==> config.mk <==
export PLATFORM = sky130hd
export DESIGN_NAME = sirq_regs
export DESIGN_NICKNAME = d
export VERILOG_FILES = /design/src/rtl/sirq_pkg.sv /design/src/rtl/sirq_regs.sv
export SDC_FILE = /design/constraint.sdc
export NUM_CORES = 1
export LEC_CHECK = 0
export ABC_AREA = 1
export ABC_CLOCK_PERIOD_IN_PS = 6600
export BUFFER_PORTS_ARGS = -buffer_cell sky130_fd_sc_hd__buf_4
export CAP_MARGIN = 20
export CORE_MARGIN = 10
export CORE_UTILIZATION = 26
export CTS_CLUSTER_DIAMETER = 80
export DETAILED_ROUTE_END_ITERATION = 12
export GPL_ROUTABILITY_DRIVEN = 1
export PLACE_DENSITY_LB_ADDON = 0.2
export SLEW_MARGIN = 10
export SYNTH_ARGS = -nofsm -noshare
export SYNTH_HDL_FRONTEND = slang
export SYNTH_SLANG_ARGS = --single-unit
export TNS_END_PERCENT = 20
==> constraint.sdc <==
create_clock -name sys_clk -period 6.6 [get_ports sys_clk]
set_input_delay 1.32 -clock sys_clk [delete_from_list [all_inputs] [get_ports sys_clk]]
set_output_delay 1.32 -clock sys_clk [all_outputs]
set_load 0.03 [all_outputs]
==> src/rtl/sirq_pkg.sv <==
package sirq_pkg;
	// register offsets (byte-wide port, printed addresses)
	localparam logic [3:0] ADDR_STATUS   = 4'h4;
	localparam logic [3:0] ADDR_DEST_ID  = 4'h4;
	localparam logic [3:0] ADDR_CAUSE    = 4'h5;
	localparam logic [3:0] ADDR_TIMEOUT  = 4'h5;
	localparam logic [3:0] ADDR_SYNC_PER = 4'h6;
	localparam logic [3:0] ADDR_SEQ_STEP = 4'h6;
	localparam logic [3:0] ADDR_CTRL     = 4'h8;
	localparam logic [3:0] ADDR_COMMAND  = 4'h3;

	localparam logic [4:0] SYNC_PER_RST  = 5'h05;
	localparam logic [5:0] SYNC_MIN_CLKS = 6'h05;
	localparam logic [5:0] SYNC_WRAP     = 6'h20;
	localparam int         TIMEOUT_UNIT  = 8192;
	localparam logic [6:0] CMD_EXEMPT    = 7'h07;

	// interrupt cause bit positions
	localparam int C_BUS_RST = 7;
	localparam int C_BAD_CMD = 6;
	localparam int C_DISC    = 5;
	localparam int C_BUS_SVC = 4;
	localparam int C_FUNC    = 3;
	localparam int C_RESELECTED_FLAG   = 2;
	localparam int C_SELECTED_ATTN_FLAG = 1;
	localparam int C_SEL     = 0;

	// control register bits
	localparam int CTRL_SCSI2 = 0;
	localparam int CTRL_SWRST = 1;

	typedef enum logic [1:0] {SIRQ_DISC, SIRQ_INIT, SIRQ_TARG} sirq_mode_t;

	// one complete interrupt report: status latched bits, step, cause
	typedef struct packed {
		logic       valid_group_flag;
		logic [2:0] step;
		logic [7:0] cause;
	} sirq_report_t;

	// events reported by the sequencer core
	typedef struct packed {
		logic       bus_rst;
		logic       cmd_taken;
		logic [6:0] cmd_code;
		logic       sel_target;
		logic       sel_attn;
		logic       reselected;
		logic       target_disc;
		logic       cmd_done;
		logic       attn_seen;
		logic       req_seen;
		logic       msg_in_req;
		logic       sel_done;
		logic       step_inc;
		logic       cdb_first;
		logic [7:0] cdb_byte;
	} sirq_evt_t;
endpackage : sirq_pkg

==> src/rtl/sirq_regs.sv <==
// Implementation choice: the strobed register port.
`timescale 1ns/1ps
// What this block does
// when selected, decode CDB group code; set valid-group flag only for defined groups
// SCSI-2 bit set makes group 2 ten-byte valid, else reserved
// groups 3 and 4 reserved; reserved groups request 6 bytes, flag clear
// group 6 six-byte, group 7 ten-byte vendor-unique commands
// valid-group flag cleared by cause read with irq up, or chip reset
// phase status bits are live bus phase lines, never latched
// initiator phase interrupt raised only after target asserts REQ
// destination low three bits binary ID, driven one-hot on bus
// target_bus_id untouched by any reset
// cause read with irq active clears cause, status latched bits and step
// chip reset clears cause register; bus reset leaves it
// bus reset always sets bus-reset cause bit
// unused code or wrong-mode command sets bad-command bit; code 7 exempt
// disconnect bit on target disconnect or selection timeout
// bus-service on ATN as target, info-phase request as initiator
// function-done on target command end, or initiator select/complete/msg-in
// bus-initiated selection sets exactly one of reselected, sel-attn, sel
// timeout register times 8192 clocks; arbitration retries forever; reset-proof
// sync period: codes 4,5 give 5, 0..3 give 32..35, else own value
// sync period returns to 5 on chip reset, not bus reset
// three-bit sequence step advances at sequence points
// selection timeout reports step 000, only disconnect bit
// cause read or chip reset releases irq and status irq flag
// second interrupt queued and presented after first is serviced
module sirq_regs (
	input  wire logic               sys_clk,
	input  wire logic               rst,
	input  wire logic [3:0]         reg_addr,
	input  wire logic [7:0]         reg_wdata,
	input  wire logic               reg_wr,
	input  wire logic               reg_rd,
	output logic [7:0]              reg_rdata,
	input  wire logic [2:0]         bus_phase,
	input  wire sirq_pkg::sirq_evt_t evt,
	input  wire logic               arb_won,
	input  wire logic               sel_start,
	output logic                    irq,
	output logic [7:0]              target_id_onehot,
	output logic                    sel_timed_out,
	output logic [5:0]              sync_clks,
	output logic                    byte_tick,
	output logic [3:0]              cdb_len,
	output logic                    chip_reset
);
	sirq_pkg::sirq_report_t cur_r;
	sirq_pkg::sirq_report_t pend_r;
	sirq_pkg::sirq_report_t rep_nxt;
	sirq_pkg::sirq_mode_t   mode_r;
	logic        cur_v_r;
	logic        pend_v_r;
	logic [7:0]  ctrl_r;
	logic [2:0]  dest_r;
	logic [7:0]  timeout_r;
	logic [4:0]  sync_r;
	logic [20:0] to_cnt_r;
	logic        to_run_r;
	logic [5:0]  tick_cnt_r;
	logic        swrst_r;
	logic        new_ev;
	logic        serviced;
	logic        timeout_hit;
	logic        bad_cmd;
	logic        grp_valid;

	function automatic logic [5:0] sirq_period(input logic [4:0] code);
		if (code[4:2] == 3'h0)
			sirq_period = sirq_pkg::SYNC_WRAP + {4'h0, code[1:0]};
		else if (code <= sirq_pkg::SYNC_PER_RST)
			sirq_period = sirq_pkg::SYNC_MIN_CLKS;
		else
			sirq_period = {1'b0, code};
	endfunction : sirq_period

	function automatic logic sirq_grp_valid(input logic [2:0] grp, input logic scsi2);
		case (grp)
			3'h0, 3'h1, 3'h5, 3'h6, 3'h7: sirq_grp_valid = 1'b1;
			3'h2: sirq_grp_valid = scsi2;
			default: sirq_grp_valid = 1'b0;
		endcase
	endfunction : sirq_grp_valid

	function automatic logic [3:0] sirq_grp_len(input logic [2:0] grp, input logic scsi2);
		case (grp)
			3'h1, 3'h7: sirq_grp_len = 4'hA;
			3'h2: sirq_grp_len = scsi2 ? 4'hA : 4'h6;
			3'h5: sirq_grp_len = 4'hC;
			default: sirq_grp_len = 4'h6;
		endcase
	endfunction : sirq_grp_len

	// unused codes and mode mismatch; group in bits 6..4, 0 = misc
	function automatic logic sirq_cmd_bad(input logic [6:0] c, input sirq_pkg::sirq_mode_t m);
		if (c == sirq_pkg::CMD_EXEMPT)
			sirq_cmd_bad = 1'b0;
		else case (c[6:4])
			3'h0: sirq_cmd_bad = (c[3:0] > 4'h3);
			3'h1: sirq_cmd_bad = (m != sirq_pkg::SIRQ_INIT) || (c[3:0] == 4'hF);
			3'h2: sirq_cmd_bad = (m != sirq_pkg::SIRQ_TARG) || (c[3:0] > 4'hB);
			3'h4: sirq_cmd_bad = (m != sirq_pkg::SIRQ_DISC) || (c[3:0] > 4'h6);
			default: sirq_cmd_bad = 1'b1;
		endcase
	endfunction : sirq_cmd_bad

	assign grp_valid   = sirq_grp_valid(evt.cdb_byte[7:5], ctrl_r[sirq_pkg::CTRL_SCSI2]);
	assign bad_cmd     = evt.cmd_taken && sirq_cmd_bad(evt.cmd_code, mode_r);
	assign timeout_hit = to_run_r && (to_cnt_r == 21'h0_0001);
	assign serviced    = reg_rd && (reg_addr == sirq_pkg::ADDR_CAUSE) && irq;

	// cause bits produced this cycle
	always_comb begin
		rep_nxt = '0;
		rep_nxt.cause[sirq_pkg::C_BUS_RST] = evt.bus_rst;
		rep_nxt.cause[sirq_pkg::C_BAD_CMD] = bad_cmd;
		rep_nxt.cause[sirq_pkg::C_DISC] = evt.target_disc || timeout_hit;
		rep_nxt.cause[sirq_pkg::C_BUS_SVC] = (mode_r == sirq_pkg::SIRQ_TARG && evt.attn_seen)
			|| (mode_r == sirq_pkg::SIRQ_INIT && evt.req_seen);
		rep_nxt.cause[sirq_pkg::C_FUNC] = evt.cmd_done || evt.sel_done
			|| (mode_r == sirq_pkg::SIRQ_INIT && evt.msg_in_req && evt.req_seen);
		if (evt.reselected)
			rep_nxt.cause[sirq_pkg::C_RESELECTED_FLAG] = 1'b1;
		else if (evt.sel_target && evt.sel_attn)
			rep_nxt.cause[sirq_pkg::C_SELECTED_ATTN_FLAG] = 1'b1;
		else if (evt.sel_target)
			rep_nxt.cause[sirq_pkg::C_SEL] = 1'b1;
		rep_nxt.valid_group_flag = evt.cdb_first && grp_valid;
	end
	assign new_ev = |rep_nxt.cause;

	// software reset pulse from the control register
	always_ff @(posedge sys_clk or posedge rst) begin
		if (rst)
			swrst_r <= 1'b0;
		else
			swrst_r <= reg_wr && (reg_addr == sirq_pkg::ADDR_CTRL) && reg_wdata[sirq_pkg::CTRL_SWRST];
	end

	always_ff @(posedge sys_clk or posedge rst) begin
		if (rst)
			ctrl_r <= 8'h00;
		else if (reg_wr && reg_addr == sirq_pkg::ADDR_CTRL)
			ctrl_r <= {7'h00, reg_wdata[sirq_pkg::CTRL_SCSI2]};
	end

	// no reset: these keep their value through every reset
	always_ff @(posedge sys_clk) begin
		if (reg_wr && reg_addr == sirq_pkg::ADDR_DEST_ID)
			dest_r <= reg_wdata[2:0];
		if (reg_wr && reg_addr == sirq_pkg::ADDR_TIMEOUT)
			timeout_r <= reg_wdata;
	end

	always_ff @(posedge sys_clk or posedge rst) begin
		if (rst)
			sync_r <= sirq_pkg::SYNC_PER_RST;
		else if (swrst_r)
			sync_r <= sirq_pkg::SYNC_PER_RST;
		else if (reg_wr && reg_addr == sirq_pkg::ADDR_SYNC_PER)
			sync_r <= reg_wdata[4:0];
	end

	always_ff @(posedge sys_clk or posedge rst) begin
		if (rst)
			mode_r <= sirq_pkg::SIRQ_DISC;
		else if (swrst_r || evt.target_disc || timeout_hit)
			mode_r <= sirq_pkg::SIRQ_DISC;
		else if (evt.reselected || sel_start)
			mode_r <= sirq_pkg::SIRQ_INIT;
		else if (evt.sel_target)
			mode_r <= sirq_pkg::SIRQ_TARG;
	end

	// response wait starts only once arbitration is won; losing retries with no limit
	always_ff @(posedge sys_clk or posedge rst) begin
		if (rst) begin
			to_run_r <= 1'b0;
			to_cnt_r <= 21'h0_0000;
		end else if (swrst_r || evt.sel_done || evt.reselected) begin
			to_run_r <= 1'b0;
		end else if (arb_won) begin
			to_run_r <= (timeout_r != 8'h00);
			to_cnt_r <= 21'(timeout_r * sirq_pkg::TIMEOUT_UNIT);
		end else if (to_run_r) begin
			to_cnt_r <= to_cnt_r - 21'h0_0001;
			if (timeout_hit)
				to_run_r <= 1'b0;
		end
	end

	// current report and one queued behind it; an event while busy goes to the queue
	always_ff @(posedge sys_clk or posedge rst) begin
		if (rst) begin
			cur_r    <= '0;
			pend_r   <= '0;
			cur_v_r  <= 1'b0;
			pend_v_r <= 1'b0;
		end else if (swrst_r) begin
			cur_r    <= '0;
			pend_r   <= '0;
			cur_v_r  <= 1'b0;
			pend_v_r <= 1'b0;
		end else if (serviced) begin
			if (pend_v_r) begin
				cur_r    <= pend_r;
				cur_v_r  <= 1'b1;
				pend_v_r <= new_ev;
				pend_r   <= rep_nxt;
			end else begin
				cur_r   <= new_ev ? rep_nxt : '0;
				cur_v_r <= new_ev;
			end
		end else if (new_ev && cur_v_r) begin
			pend_r.cause <= pend_r.cause | rep_nxt.cause;
			pend_r.valid_group_flag   <= pend_r.valid_group_flag | rep_nxt.valid_group_flag;
			pend_v_r     <= 1'b1;
			if (timeout_hit)
				pend_r.step <= 3'h0;
		end else begin
			cur_r.cause <= cur_r.cause | rep_nxt.cause;
			cur_r.valid_group_flag   <= cur_r.valid_group_flag | rep_nxt.valid_group_flag;
			if (timeout_hit)
				cur_r.step <= 3'h0;
			else if (evt.step_inc)
				cur_r.step <= cur_r.step + 3'h1;
			cur_v_r <= new_ev || cur_v_r;
		end
	end

	always_ff @(posedge sys_clk or posedge rst) begin
		if (rst)
			irq <= 1'b0;
		else if (swrst_r || serviced)
			irq <= 1'b0;
		else if (cur_v_r)
			irq <= 1'b1;
	end

	always_ff @(posedge sys_clk or posedge rst) begin
		if (rst) begin
			reg_rdata <= 8'h00;
		end else if (reg_rd) begin
			case (reg_addr)
				sirq_pkg::ADDR_STATUS:   reg_rdata <= {irq, 3'h0, cur_r.valid_group_flag, bus_phase};
				sirq_pkg::ADDR_CAUSE:    reg_rdata <= cur_r.cause;
				sirq_pkg::ADDR_SEQ_STEP: reg_rdata <= {5'h00, cur_r.step};
				sirq_pkg::ADDR_CTRL:     reg_rdata <= ctrl_r;
				default:                 reg_rdata <= 8'h00;
			endcase
		end else begin
			reg_rdata <= 8'h00;
		end
	end

	always_ff @(posedge sys_clk or posedge rst) begin
		if (rst)
			tick_cnt_r <= 6'h01;
		else if (tick_cnt_r >= sirq_period(sync_r))
			tick_cnt_r <= 6'h01;
		else
			tick_cnt_r <= tick_cnt_r + 6'h01;
	end

	always_ff @(posedge sys_clk or posedge rst) begin
		if (rst) begin
			target_id_onehot <= 8'h00;
			sel_timed_out    <= 1'b0;
			sync_clks        <= sirq_pkg::SYNC_MIN_CLKS;
			byte_tick        <= 1'b0;
			cdb_len          <= 4'h6;
			chip_reset       <= 1'b0;
		end else begin
			target_id_onehot <= 8'h01 << dest_r;
			sel_timed_out    <= timeout_hit;
			sync_clks        <= sirq_period(sync_r);
			byte_tick        <= (tick_cnt_r >= sirq_period(sync_r));
			chip_reset       <= swrst_r;
			if (evt.cdb_first)
				cdb_len <= sirq_grp_len(evt.cdb_byte[7:5], ctrl_r[sirq_pkg::CTRL_SCSI2]);
		end
	end

	a_bus_rst_cause: assert property (@(posedge sys_clk) disable iff (rst)
		evt.bus_rst && !swrst_r && !serviced && !cur_v_r |=> cur_r.cause[sirq_pkg::C_BUS_RST])
		else $error("bus reset not reported");
	a_service_clears: assert property (@(posedge sys_clk) disable iff (rst)
		serviced && !pend_v_r && !new_ev |=> cur_r == '0)
		else $error("service read did not clear report");
	a_irq_release: assert property (@(posedge sys_clk) disable iff (rst)
		serviced |=> !irq)
		else $error("irq not released by cause read");
	a_swrst_clears: assert property (@(posedge sys_clk) disable iff (rst)
		swrst_r |=> cur_r.cause == 8'h00 && !irq && sync_r == sirq_pkg::SYNC_PER_RST)
		else $error("chip reset left state");
	a_sel_onehot: assert property (@(posedge sys_clk) disable iff (rst)
		(evt.sel_target || evt.reselected) && !cur_v_r && !swrst_r && !serviced
		|=> $onehot(cur_r.cause[2:0]))
		else $error("selection cause not exactly one bit");
	a_timeout_step: assert property (@(posedge sys_clk) disable iff (rst)
		timeout_hit && !cur_v_r && !swrst_r && !serviced && !evt.bus_rst && !bad_cmd
		|=> cur_r.step == 3'h0 && cur_r.cause[sirq_pkg::C_DISC])
		else $error("timeout report wrong");
	a_exempt_cmd: assert property (@(posedge sys_clk) disable iff (rst)
		evt.cmd_taken && evt.cmd_code == sirq_pkg::CMD_EXEMPT |-> !bad_cmd)
		else $error("exempt command flagged");
	a_grp_reserved: assert property (@(posedge sys_clk) disable iff (rst)
		evt.cdb_first && evt.cdb_byte[7:5] inside {3'h3, 3'h4}
		|-> !rep_nxt.valid_group_flag ##1 cdb_len == 4'h6)
		else $error("reserved group mishandled");
	// destination is unknown until first written, so only check after a write
	a_onehot_id: assert property (@(posedge sys_clk) disable iff (rst)
		reg_wr && reg_addr == sirq_pkg::ADDR_DEST_ID
		|-> ##2 $onehot(target_id_onehot) && target_id_onehot[$past(dest_r)])
		else $error("target_bus_id not one-hot");
	a_period_min: assert property (@(posedge sys_clk) disable iff (rst)
		$past(sync_r) == 5'h04 |-> sync_clks == 6'h05)
		else $error("period code 4 not five clocks");
	a_period_wrap: assert property (@(posedge sys_clk) disable iff (rst)
		$past(sync_r) == 5'h00 |-> sync_clks == 6'h20)
		else $error("period code 0 not thirty-two clocks");
	a_bus_rst_keep: assert property (@(posedge sys_clk) disable iff (rst)
		evt.bus_rst && !swrst_r && !(reg_wr && reg_addr == sirq_pkg::ADDR_SYNC_PER)
		|=> sync_r == $past(sync_r))
		else $error("bus reset changed sync period");
	a_timeout_pulse: assert property (@(posedge sys_clk) disable iff (rst)
		timeout_hit |=> sel_timed_out && mode_r == sirq_pkg::SIRQ_DISC)
		else $error("timeout did not disconnect");
	a_phase_live: assert property (@(posedge sys_clk) disable iff (rst)
		reg_rd && reg_addr == sirq_pkg::ADDR_STATUS |=> reg_rdata[2:0] == $past(bus_phase))
		else $error("phase bits not live");
	a_group2_ten: assert property (@(posedge sys_clk) disable iff (rst)
		evt.cdb_first && evt.cdb_byte[7:5] == 3'h2 && ctrl_r[sirq_pkg::CTRL_SCSI2]
		|-> rep_nxt.valid_group_flag ##1 cdb_len == 4'hA)
		else $error("group 2 not ten-byte valid");
	a_vendor_six: assert property (@(posedge sys_clk) disable iff (rst)
		evt.cdb_first && evt.cdb_byte[7:5] == 3'h6 |-> rep_nxt.valid_group_flag ##1 cdb_len == 4'h6)
		else $error("group 6 not six bytes");
	a_vendor_ten: assert property (@(posedge sys_clk) disable iff (rst)
		evt.cdb_first && evt.cdb_byte[7:5] == 3'h7 |-> rep_nxt.valid_group_flag ##1 cdb_len == 4'hA)
		else $error("group 7 not ten bytes");
	a_vgc_clear: assert property (@(posedge sys_clk) disable iff (rst)
		serviced && !pend_v_r && !rep_nxt.valid_group_flag |=> !cur_r.valid_group_flag)
		else $error("valid-group flag survived service");
	a_init_needs_req: assert property (@(posedge sys_clk) disable iff (rst)
		mode_r == sirq_pkg::SIRQ_INIT && !evt.req_seen |-> !rep_nxt.cause[sirq_pkg::C_BUS_SVC])
		else $error("initiator service without request");
	a_targ_attn: assert property (@(posedge sys_clk) disable iff (rst)
		mode_r == sirq_pkg::SIRQ_TARG && evt.attn_seen |-> rep_nxt.cause[sirq_pkg::C_BUS_SVC])
		else $error("attention not reported");
	a_func_done: assert property (@(posedge sys_clk) disable iff (rst)
		evt.cmd_done |-> rep_nxt.cause[sirq_pkg::C_FUNC])
		else $error("command end not reported");
	a_disc_cause: assert property (@(posedge sys_clk) disable iff (rst)
		evt.target_disc |-> rep_nxt.cause[sirq_pkg::C_DISC])
		else $error("disconnect not reported");
	a_step_advance: assert property (@(posedge sys_clk) disable iff (rst)
		evt.step_inc && !timeout_hit && !swrst_r && !serviced && !(new_ev && cur_v_r)
		|=> cur_r.step == $past(cur_r.step) + 3'h1)
		else $error("sequence step did not advance");
	a_queue_present: assert property (@(posedge sys_clk) disable iff (rst)
		serviced && pend_v_r && !swrst_r |=> cur_v_r && cur_r == $past(pend_r))
		else $error("queued report not presented");
	a_bad_mode: assert property (@(posedge sys_clk) disable iff (rst)
		evt.cmd_taken && evt.cmd_code[6:4] == 3'h2 && mode_r != sirq_pkg::SIRQ_TARG
		|-> bad_cmd)
		else $error("wrong-mode command accepted");
	a_sel_target: assert property (@(posedge sys_clk) disable iff (rst)
		evt.sel_target && !evt.reselected && !sel_start && !swrst_r && !evt.target_disc
		&& !timeout_hit |=> mode_r == sirq_pkg::SIRQ_TARG)
		else $error("selection did not enter target mode");
endmodule : sirq_regs

==> results of run 1 <==
==> registers in the layout, summed over array words and instances (netlist names) <==
register / count
dest_r: 3
cur_r: 12
ctrl_r: 1
timeout_r: 8
mode_r: 2
sync_clks: 6
tick_cnt_r: 6
swrst_r: 1
chip_reset: 1
cdb_len: 3
target_id_onehot: 8
cur_v_r: 1
byte_tick: 1
pend_r: 9
reg_rdata: 8
irq: 1
to_cnt_r: 21
sel_timed_out: 1
to_run_r: 1
sync_r: 5
pend_v_r: 1
==> worst register-to-register path, cell delays in order (launching register included) <==
cell and delay, ns:
dfrtp_1 0.91, clkinv_4 0.25, nand3_2 0.20, nor2_4 0.07, nor2_4 0.28, inv_2 0.20, nand2_1 0.14, nor3_1 0.05
o21ai_0 0.17, a31oi_1 0.07
==> power by group through the flow <==
stage	Combinational, mW	Sequential [mW]	Clock, mW
6_report	0.488	0.828	0.620
3_5_place_dp	0.491	0.839	0
2_1_floorplan	0.339	0.840	0
4_1_cts	0.494	0.829	0.638
5_1_grt	0.562	0.842	0.661
3_3_place_gp	0.475	0.836	0
==> cell families (layout without fill, tap and decap cells) <==
group / count (synthesis) / in the layout / synth area share
XOR/XNOR: 9 / 9 / 0.0156
flip-flops: 100 / 100 / 0.509
AND/OR/NAND/NOR: 282 / 282 / 0.255
other: 1 / 1 / 0.000743
adder cells (fa/ha/maj): 10 / 10 / 0.0248
buffers and inverters: 105 / 181 / 0.0836
AO/OA/AOI/OAI: 96 / 96 / 0.112
==> layer usage <==
layer / up-vias / global-route usage
met1: 2009 / 0.126
met3: 13 / 0.0212
met2: 56 / 0.176
met4: 0 / 0.0442
li1: 2080 / -
met5: - / 0
==> worst max-delay path by stage <==
stage	from	end	slack, ns	depth (start not counted)
after global placement	reg_addr[3]	pend_r[7]	3.33	12
final	reg_addr[3]	cur_r[10]	3.68	12
after floorplan	rst	byte_tick	2.98	1
after global routing	reg_addr[3]	pend_r[6]	3.50	12
after detailed placement	reg_addr[3]	pend_r[6]	3.31	12
after CTS	reg_addr[3]	pend_r[6]	3.68	12
==> area by class of cell <==
type / instances / area [um2]
Fill cell: 2021 / 12700
Sequential cell: 100 / 2570
Multi-Input combinational cell: 398 / 2060
Timing Repair Buffer: 73 / 548
Inverter: 92 / 352
Tap cell: 260 / 325
Clock buffer: 10 / 239
Clock inverter: 6 / 111
==> synthesized netlist by cell type (3+ instances only) <==
cell        n
nor2_2      8
dfrtp_1    82
o22ai_1     6
a21oi_1    26
nand3_1    26
clkbuf_1    7
dfstp_2     7
xor2_1      8
nor2_4      4
o21ai_0    34
nand2_2     8
nor2_1     78
nand4_1     3
inv_1      88
nand2_1   119
o21ai_2     3
o211ai_1    5
nor3_1     21
edfxtp_1   11
a31oi_1     6
buf_2       3
ha_1       10
inv_2       3
==> through the flow <==
step                      instances  hold WS [ns]  setup slack, ns  cell area (um2)
final                           939         0.381             3.68             6200
after detailed placement        923         0.382             3.31             5850
after global routing            939         0.390             3.50             6200
after CTS                       939         0.388             3.68             6200
after global placement          923         0.376             3.33             5850
after floorplan                 603         0.374             2.98             5050
==> results.json, run 1 <==
{
  "critPathKind": "primary input to flip-flop",
  "die_x_um": 159,
  "drc": 0,
  "pwr-share-comb": 0.252,
  "finalSetupTns_ns": 0,
  "grt_max_degree": 59,
  "syn_to_final_growth_pct": 22.9,
  "layout_commonest_cell": "nand2_1",
  "final-setup-viol-count": 0,
  "numCtsBuffers": 9,
  "ant_nets": 0,
  "rows": 50,
  "max-vdd-ir-drop_mv": 0.117,
  "required_ns": 6.84,
  "core_area_um2": 18900,
  "ff2ff_path_depth": 9,
  "synth.net_count": 662,
  "h-tree-depth": 3,
  "worstPathArrival_ns": 3.16,
  "ctsLongestPathBuffers": 2,
  "ys.warnings.count": 0,
  "syn_inst": 603,
  "worstMarginPinSlew_ns": 0.867,
  "skew_ns": 0.00737,
  "cts_tree": "done",
  "worstSkewPairLatency_ns": 0.35,
  "wirelength_mm": 13.2,
  "power_leakage_nw": 3.04,
  "met2_length_mm": 6.61,
  "crit_slowest_cell": "inv_1",
  "cp_max_fo": 11,
  "routedWlPerCell_um": 14.0,
  "drtIter0Drc": 201,
  "clock_power_share": 0.320,
  "dieArea_um2": 25400,
  "ys_seq_elements": 100,
  "netlist-cell-type-count": 50,
  "r2r_setup_slack_ns": 4.15,
  "grt_pass1_wl_mm": 21.4,
  "post_cts_resize_count": 0,
  "min_from": "sync_r[2]",
  "post_cts_buffers": 0,
  "grt_pass1_vias": 4130,
  "wl_met1_mm": 5.97,
  "synthTopCellsByArea": "dfrtp_1 (41%), nand2_1 (8.9%), edfxtp_1 (6.5%)",
  "fmax_mhz": 343,
  "cts.sinks": 100,
  "slowest_delay_ns": 0.43,
  "rr_startpoint": "swrst_r",
  "rsz0062_at_grt": "false",
  "power.density_nw_per_um2": 312,
  "nNetsFinal": 733,
  "relSlewSlack": 0.422,
  "routed_via_density": 4.43,
  "synth_edf_count": 11,
  "synthArstFlopShare": 0.890,
  "groute.usage.overall": 0.104,
  "p_int_mw": 1.30,
  "dp_hpwl_mm": 10.1,
  "n_antenna_cell": 0,
  "dr_wl_met3_um": 376,
  "vias": 4158,
  "startpoint_type": "primary input",
  "min_period_ns": 2.92,
  "power_mw": 1.94,
  "layout_common_cells": "nand2_1 (119), inv_1 (87), dfrtp_1 (82), nor2_1 (78), buf_4 (73)",
  "synth.cell_area_um2": 5050,
  "die_y_um": 159,
  "final_util": 0.328,
  "grt_overflow": 0,
  "hold_path_depth": 0,
  "critPathTopFamily": "simple AND/OR/NAND/NOR gates",
  "fin_crit_sh": 0.442,
  "path_cells": "buf_4 -> inv_1 -> nand2_2 -> nor2_4 -> nand3_2 -> inv_1 -> nor2_4 -> o21ai_2 -> or2_1 -> nand2_1 -> nand2_1 -> nand2_1",
  "cts_hold_buf": 0,
  "synth_top_area_cell": "dfrtp_1",
  "netlist.area_leader.share": 0.407,
  "setup.worst_path.end_class": "flip-flop",
  "seq_area_frac_synth": 0.509,
  "p_sw_uw": 636,
  "max_cap_violations": 0,
  "first_pass_iters": 4,
  "finalMaxSlewViolations": 0,
  "ys.flop_type": "dfrtp_1",
  "antenna_found_initial": 0,
  "r2r_end": "to_cnt_r[6]",
  "critical_path.most_common_cell": "nand2_1",
  "portBuffers": 72,
  "power_switching_share": 0.329,
  "path_clk_slew_ns": 0.07,
  "drive_above_1_share": 0.197,
  "io_pins": 79,
  "seqPwrFrac": 0.428,
  "holdPathEnd": "sync_clks[2]",
  "outcome": "finished clean",
  "start_util": 0.267,
  "synth.avg_cell_area_um2": 8.37,
  "hp-class": "flip-flop to flip-flop",
  "path_buf_inv": 3,
  "top_layer": "met4",
  "hold_viol_final": 0,
  "place_congestion": 0.817,
  "cts-root-buf": "clkbuf_16"
}
(Power assumes the default switching activity.)
==> run 2, diff against run 1 <==
ABC_AREA = 0   (was 1)
ABC_CLOCK_PERIOD_IN_PS = 3040   (was 6600)
clock period = 3.04 ns   (was 6.6 ns; I/O delays follow)
==> results.json, run 2 <==
{
  "nNetsFinal": 585,
  "power_switching_share": 0.305,
  "synth.net_count": 511,
  "rr_startpoint": "to_cnt_r[3]",
  "skew_ns": 0.0106,
  "synth_common_cells": "dfrtp_1 (82), nor2_1 (39), nand2_1 (23)",
  "synth_edf_count": 11,
  "outcome": "finished clean",
  "dp.cells": 744,
  "layout_commonest_cell": "dfrtp_1",
  "final-setup-viol-count": 0,
  "min_period_ns": 2.65,
  "synth_top_area_cell": "dfrtp_1",
  "reg_top3": "to_cnt_r (21), cur_r (12), pend_r (9)",
  "cts-root-buf": "clkbuf_16",
  "max_cap_violations": 0,
  "crit_slowest_cell": "nor4_1",
  "power.density_nw_per_um2": 675,
  "drtIter0Drc": 284,
  "synthArstFlopShare": 0.890,
  "n_antenna_cell": 0,
  "cts_tree": "done",
  "hold_viol_final": 0,
  "place_congestion": 0.766,
  "required_ns": 3.28,
  "numCtsBuffers": 9,
  "layout_common_cells": "dfrtp_1 (82), buf_4 (81), nor2_1 (39), nand2_1 (23)",
  "drc": 0,
  "largest_reg_flops": 21,
  "first_pass_iters": 5,
  "routedWlPerCell_um": 17.0,
  "cts.sinks": 100,
  "ff2ff_path_depth": 6,
  "place_ws_ns": 0.420,
  "worstMarginPinSlew_ns": 1.11,
  "grt_pass1_wl_mm": 20.8,
  "worstPathArrival_ns": 2.89,
  "post_cts_buffers": 0,
  "grt_max_degree": 66,
  "post_cts_resize_count": 0,
  "p_sw_mw": 1.23,
  "ctsLongestPathBuffers": 2,
  "p_int_mw": 2.80,
  "synth.cell_area_um2": 4810,
  "grt_util_met2": 0.177,
  "dp_hpwl_mm": 9.37,
  "seqPwrFrac": 0.440,
  "syn_inst": 452,
  "ys_seq_elements": 100,
  "syn_to_final_growth_pct": 24.4,
  "fmax_mhz": 377,
  "fillers": 1827,
  "stdcell_count": 760,
  "path_clk_slew_ns": 0.07,
  "routed_via_density": 4.93,
  "fin_crit_sh": 0.873,
  "hp-class": "primary input to asynchronous set/reset pin",
  "netlist.area_leader.share": 0.427,
  "h-tree-depth": 3,
  "synth.avg_cell_area_um2": 10.6,
  "clock_power_share": 0.327,
  "rows": 49,
  "grt_overflow": 0,
  "ys.flop_type": "dfrtp_1",
  "grt_pass1_vias": 3826,
  "use_met3": 0.0240,
  "portBuffers": 72,
  "die_y_um": 156,
  "die_x_um": 156,
  "wirelength_mm": 12.9,
  "cp_max_fo": 7,
  "cts_hold_buf": 0,
  "critPathKind": "flip-flop to flip-flop",
  "seq_area_frac_synth": 0.534,
  "r2r_end": "cur_r[1]",
  "max-vdd-ir-drop_mv": 0.271,
  "start_util": 0.266,
  "power_leakage_nw": 2.60,
  "drive_above_1_share": 0.213,
  "dieArea_um2": 24300,
  "r2r_setup_slack_ns": 0.39,
  "pwr-share-comb": 0.233,
  "top_register": "to_cnt_r",
  "final_util": 0.331,
  "relSlewSlack": 0.254,
  "startpoint_type": "flip-flop",
  "slowest_delay_ns": 0.57,
  "grt_busiest_layer": "met2",
  "ys.warnings.count": 0,
  "path_cells": "nor4_1 -> nand3b_1 -> o41ai_4 -> a211oi_2 -> nor4_4 -> mux2_1",
  "worstSkewPairLatency_ns": 0.35,
  "core_area_um2": 18100,
  "netlist-cell-type-count": 67,
  "fin_ws_ns": 0.387,
  "yosysMostFrequentCell": "dfrtp_1",
  "finalSetupTns_ns": 0,
  "io_pins": 79,
  "setup.worst_path.end_class": "flip-flop",
  "rsz0062_at_grt": "false",
  "finalMaxSlewViolations": 0,
  "antenna_found_initial": 0,
  "vias": 3744,
  "grt_use_met1": 0.133,
  "synthTopCellsByArea": "dfrtp_1 (43%), edfxtp_1 (6.9%), dfstp_2 (3.8%)",
  "ant_nets": 0,
  "groute.usage.overall": 0.107
}
==> run 2: cell count changes after synthesis, sizes merged, moves of 7 or more <==
cell    change
nand2     -106
inv        -71
nor2       -51
nand3      -21
a211oi     +16
o21ai      -15
mux2i      +12
nor2b      +12
and3        +9
or3         +8
nor4        +7
xnor2       +7
==> run 2: power groups by stage <==
stage          combinational (mW)  clock, mW  sequential, mW
2_1_floorplan               0.627          0            1.80
3_3_place_gp                0.918          0            1.79
3_5_place_dp                0.940          0            1.80
4_1_cts                     0.947       1.35            1.77
5_1_grt                      1.05       1.41            1.81
6_report                    0.941       1.32            1.78
==> run 2: worst max-delay path by stage <==
stage                            to         from  depth (start not counted)  slack, ns
after floorplan           byte_tick          rst                          1       0.14
after global placement     cur_r[0]  to_cnt_r[3]                          6       0.43
after detailed placement   cur_r[7]      evt[12]                          9       0.42
after CTS                  cur_r[1]  to_cnt_r[3]                          6       0.41
after global routing       cur_r[1]  to_cnt_r[3]                          6       0.22
final                      cur_r[1]  to_cnt_r[3]                          6       0.39
==> run 2: cell type report <==
class / instances / area (um2) / area share
Sequential cell: 100 / 2570 / 0.429
Multi-Input combinational cell: 313 / 2080 / 0.348
Timing Repair Buffer: 82 / 628 / 0.105
Tap cell: 229 / 287 / 0.0479
Clock buffer: 9 / 225 / 0.0376
Clock inverter: 7 / 115 / 0.0192
Inverter: 20 / 76.3 / 0.0128
==> run 2: critical path, delay by kind of cell (launching register included) <==
kind / cells / cell delay, ns
muxes: 1 / 0.36
and+or+nand+nor: 3 / 1.11
DFF: 1 / 0.45
AOI/OAI and AO/OA: 2 / 0.63
==> run 2: logic make-up after synthesis <==
group / Yosys count / share of synthesized area
mux: 15 / 0.0320
other cells: 1 / 0.000780
simple gates: 159 / 0.180
buf+inv: 39 / 0.0330
compound gates: 116 / 0.173
flops: 100 / 0.534
fa+ha+maj: 10 / 0.0260
xor+xnor: 12 / 0.0219
==> run 2: stage by stage <==
stage                     total power, mW  cell area, um2  hold slack [ns]
after CTS                            4.08            5980            0.258
final                                4.04            5980            0.257
after floorplan                      2.43            4810            0.436
after global placement               2.70            5640            0.376
after global routing                 4.27            5980            0.274
after detailed placement             2.74            5640            0.376
==> run 2: layer usage <==
metal	share of wire	wire, um	up-vias
li1	-	-	1814
met1	0.46	5930	1838
met2	0.49	6330	78
met3	0.035	452	14
met4	0.015	193	0
met5	0	0	-
==> run 3, diff against run 2 <==
CELL_PAD_IN_SITES_DETAIL_PLACEMENT = 0   (was unset)
CELL_PAD_IN_SITES_GLOBAL_PLACEMENT = 1   (was unset)
CORE_UTILIZATION = 44   (was 26)
==> results.json, run 3 (synthesis results as in run 2) <==
{
  "outcome": "finished clean",
  "layout_commonest_cell": "dfrtp_1",
  "layout_common_cells": "dfrtp_1 (82), buf_4 (81), nor2_1 (39), nand2_1 (23)",
  "wirelength_mm": 11.6,
  "power_leakage_nw": 2.54,
  "relSlewSlack": 0.386,
  "cts.sinks": 100,
  "numCtsBuffers": 9,
  "skew_ns": 0.00918,
  "antenna_found_initial": 0,
  "cts-root-buf": "clkbuf_8",
  "cts_tree": "done",
  "place_congestion": 0.808,
  "top_register": "to_cnt_r",
  "fillers": 978,
  "die_y_um": 125,
  "grt_max_degree": 49,
  "dp_hpwl_mm": 8.62,
  "n_antenna_cell": 0,
  "rr_startpoint": "to_cnt_r[3]",
  "fmax_mhz": 375,
  "r2r_setup_slack_ns": 0.37,
  "finalSetupTns_ns": 0,
  "fin_crit_sh": 0.877,
  "ff2ff_path_depth": 7,
  "routed_via_density": 5.56,
  "routedWlPerCell_um": 17.3,
  "ff_latch_area_um2": 2570,
  "core_area_um2": 10800,
  "endpoint": "cur_r[0]",
  "critPathKind": "flip-flop to flip-flop",
  "drc": 0,
  "grt_pass1_wl_mm": 19.5,
  "grt_overflow": 0,
  "max_cap_violations": 0,
  "ant_nets": 0,
  "timing.critical_path.from": "to_cnt_r[3]",
  "rsz0062_at_grt": "false",
  "first_pass_iters": 5,
  "portBuffers": 72,
  "final_util": 0.531,
  "groute.usage.overall": 0.151,
  "worstSkewPairLatency_ns": 0.36,
  "path_clk_slew_ns": 0.10,
  "grt_pass1_vias": 3881,
  "cts_hold_buf": 0,
  "final-setup-viol-count": 0,
  "drtIter0Drc": 248,
  "die_x_um": 125,
  "min_period_ns": 2.67,
  "slowest_delay_ns": 0.52,
  "worstPathArrival_ns": 2.92,
  "start_util": 0.446,
  "vias": 3736,
  "max-vdd-ir-drop_mv": 0.357,
  "crit_slowest_cell": "nor4_1",
  "syn_to_final_growth_pct": 19.3,
  "setup.worst_path.end_class": "flip-flop",
  "dieArea_um2": 15500,
  "reg_top3": "to_cnt_r (21), cur_r (12), pend_r (9)",
  "ctsLongestPathBuffers": 2,
  "power.density_nw_per_um2": 620,
  "io_pins": 79,
  "path_cells": "nor4_1 -> nand3b_1 -> o41ai_4 -> a211oi_2 -> buf_4 -> nor4_4 -> mux2_1",
  "r2r_end": "cur_r[0]",
  "drive_above_1_share": 0.216,
  "h-tree-depth": 3,
  "largest_reg_flops": 21,
  "multi_input_area_um2": 2080,
  "cp_max_fo": 12,
  "post_cts_resize_count": 0,
  "startpoint_type": "flip-flop",
  "finalMaxSlewViolations": 0,
  "hp-class": "primary input to asynchronous set/reset pin",
  "post_cts_buffers": 0,
  "worstMarginPinSlew_ns": 0.913,
  "nNetsFinal": 586,
  "hold_viol_final": 0,
  "required_ns": 3.29,
  "rows": 38
}
==> run 3: cell types whose count changed in the layout (fill, tap and decap cells not counted), sizes merged <==
cell / delta
buf: +1
inv: +1
bufinv: -2
clkinvlp: +1
==> run 3: final cells by class <==
cell class | count | area share
Tap cell | 140 | 0.0305
Clock buffer | 9 | 0.0216
Timing Repair Buffer | 83 | 0.110
Clock inverter | 7 | 0.0133
Sequential cell | 100 | 0.447
Inverter | 20 | 0.0133
Multi-Input combinational cell | 313 | 0.363
==> run 3: critical path: cells and delay by family, from the launching register on <==
family                 cells  cell delay (ns)
and+or+nand+nor            3             0.99
AOI/OAI and AO/OA          2             0.54
DFF                        1             0.46
muxes                      1             0.36
buffers and inverters      1             0.20
==> run 3: how the worst min path moves through the flow <==
stage               cells after the start       endpoint  startpoint  slack [ns]
floorplan                               1   sync_clks[2]   sync_r[2]        0.44
global placement                        0   sync_clks[2]   sync_r[2]        0.37
detailed placement                      0   sync_clks[2]   sync_r[2]        0.37
CTS                                     2  tick_cnt_r[1]         rst        0.21
global route                            2   sync_clks[1]         rst        0.21
finish                                  2  tick_cnt_r[4]         rst        0.22
==> run 3: per-stage QoR <==
step	setup WS, ns	instance area (um2)	instances	total power, mW	hold slack [ns]
after floorplan	0.137	4810	452	2.43	0.436
after global placement	0.425	5530	655	2.70	0.368
after detailed placement	0.391	5530	655	2.73	0.374
after CTS	0.373	5730	671	3.60	0.207
after global routing	0.160	5740	672	3.81	0.210
final	0.374	5740	672	3.56	0.219
==> run 3: per-layer routing <==
metal	up-vias	global-route usage	part of all wire
li1	1816	-	-
met1	1838	0.192	0.46
met2	65	0.246	0.49
met3	17	0.0404	0.030
met4	0	0.0404	0.017
met5	-	0	0
==> run 3: where the power goes <==
part           leakage, nW  switching [mW]  internal (mW)
Clock               0.0958           0.472          0.385
Combinational         1.25           0.512          0.418
Sequential            1.20           0.186           1.58
Total                 2.54            1.17           2.39
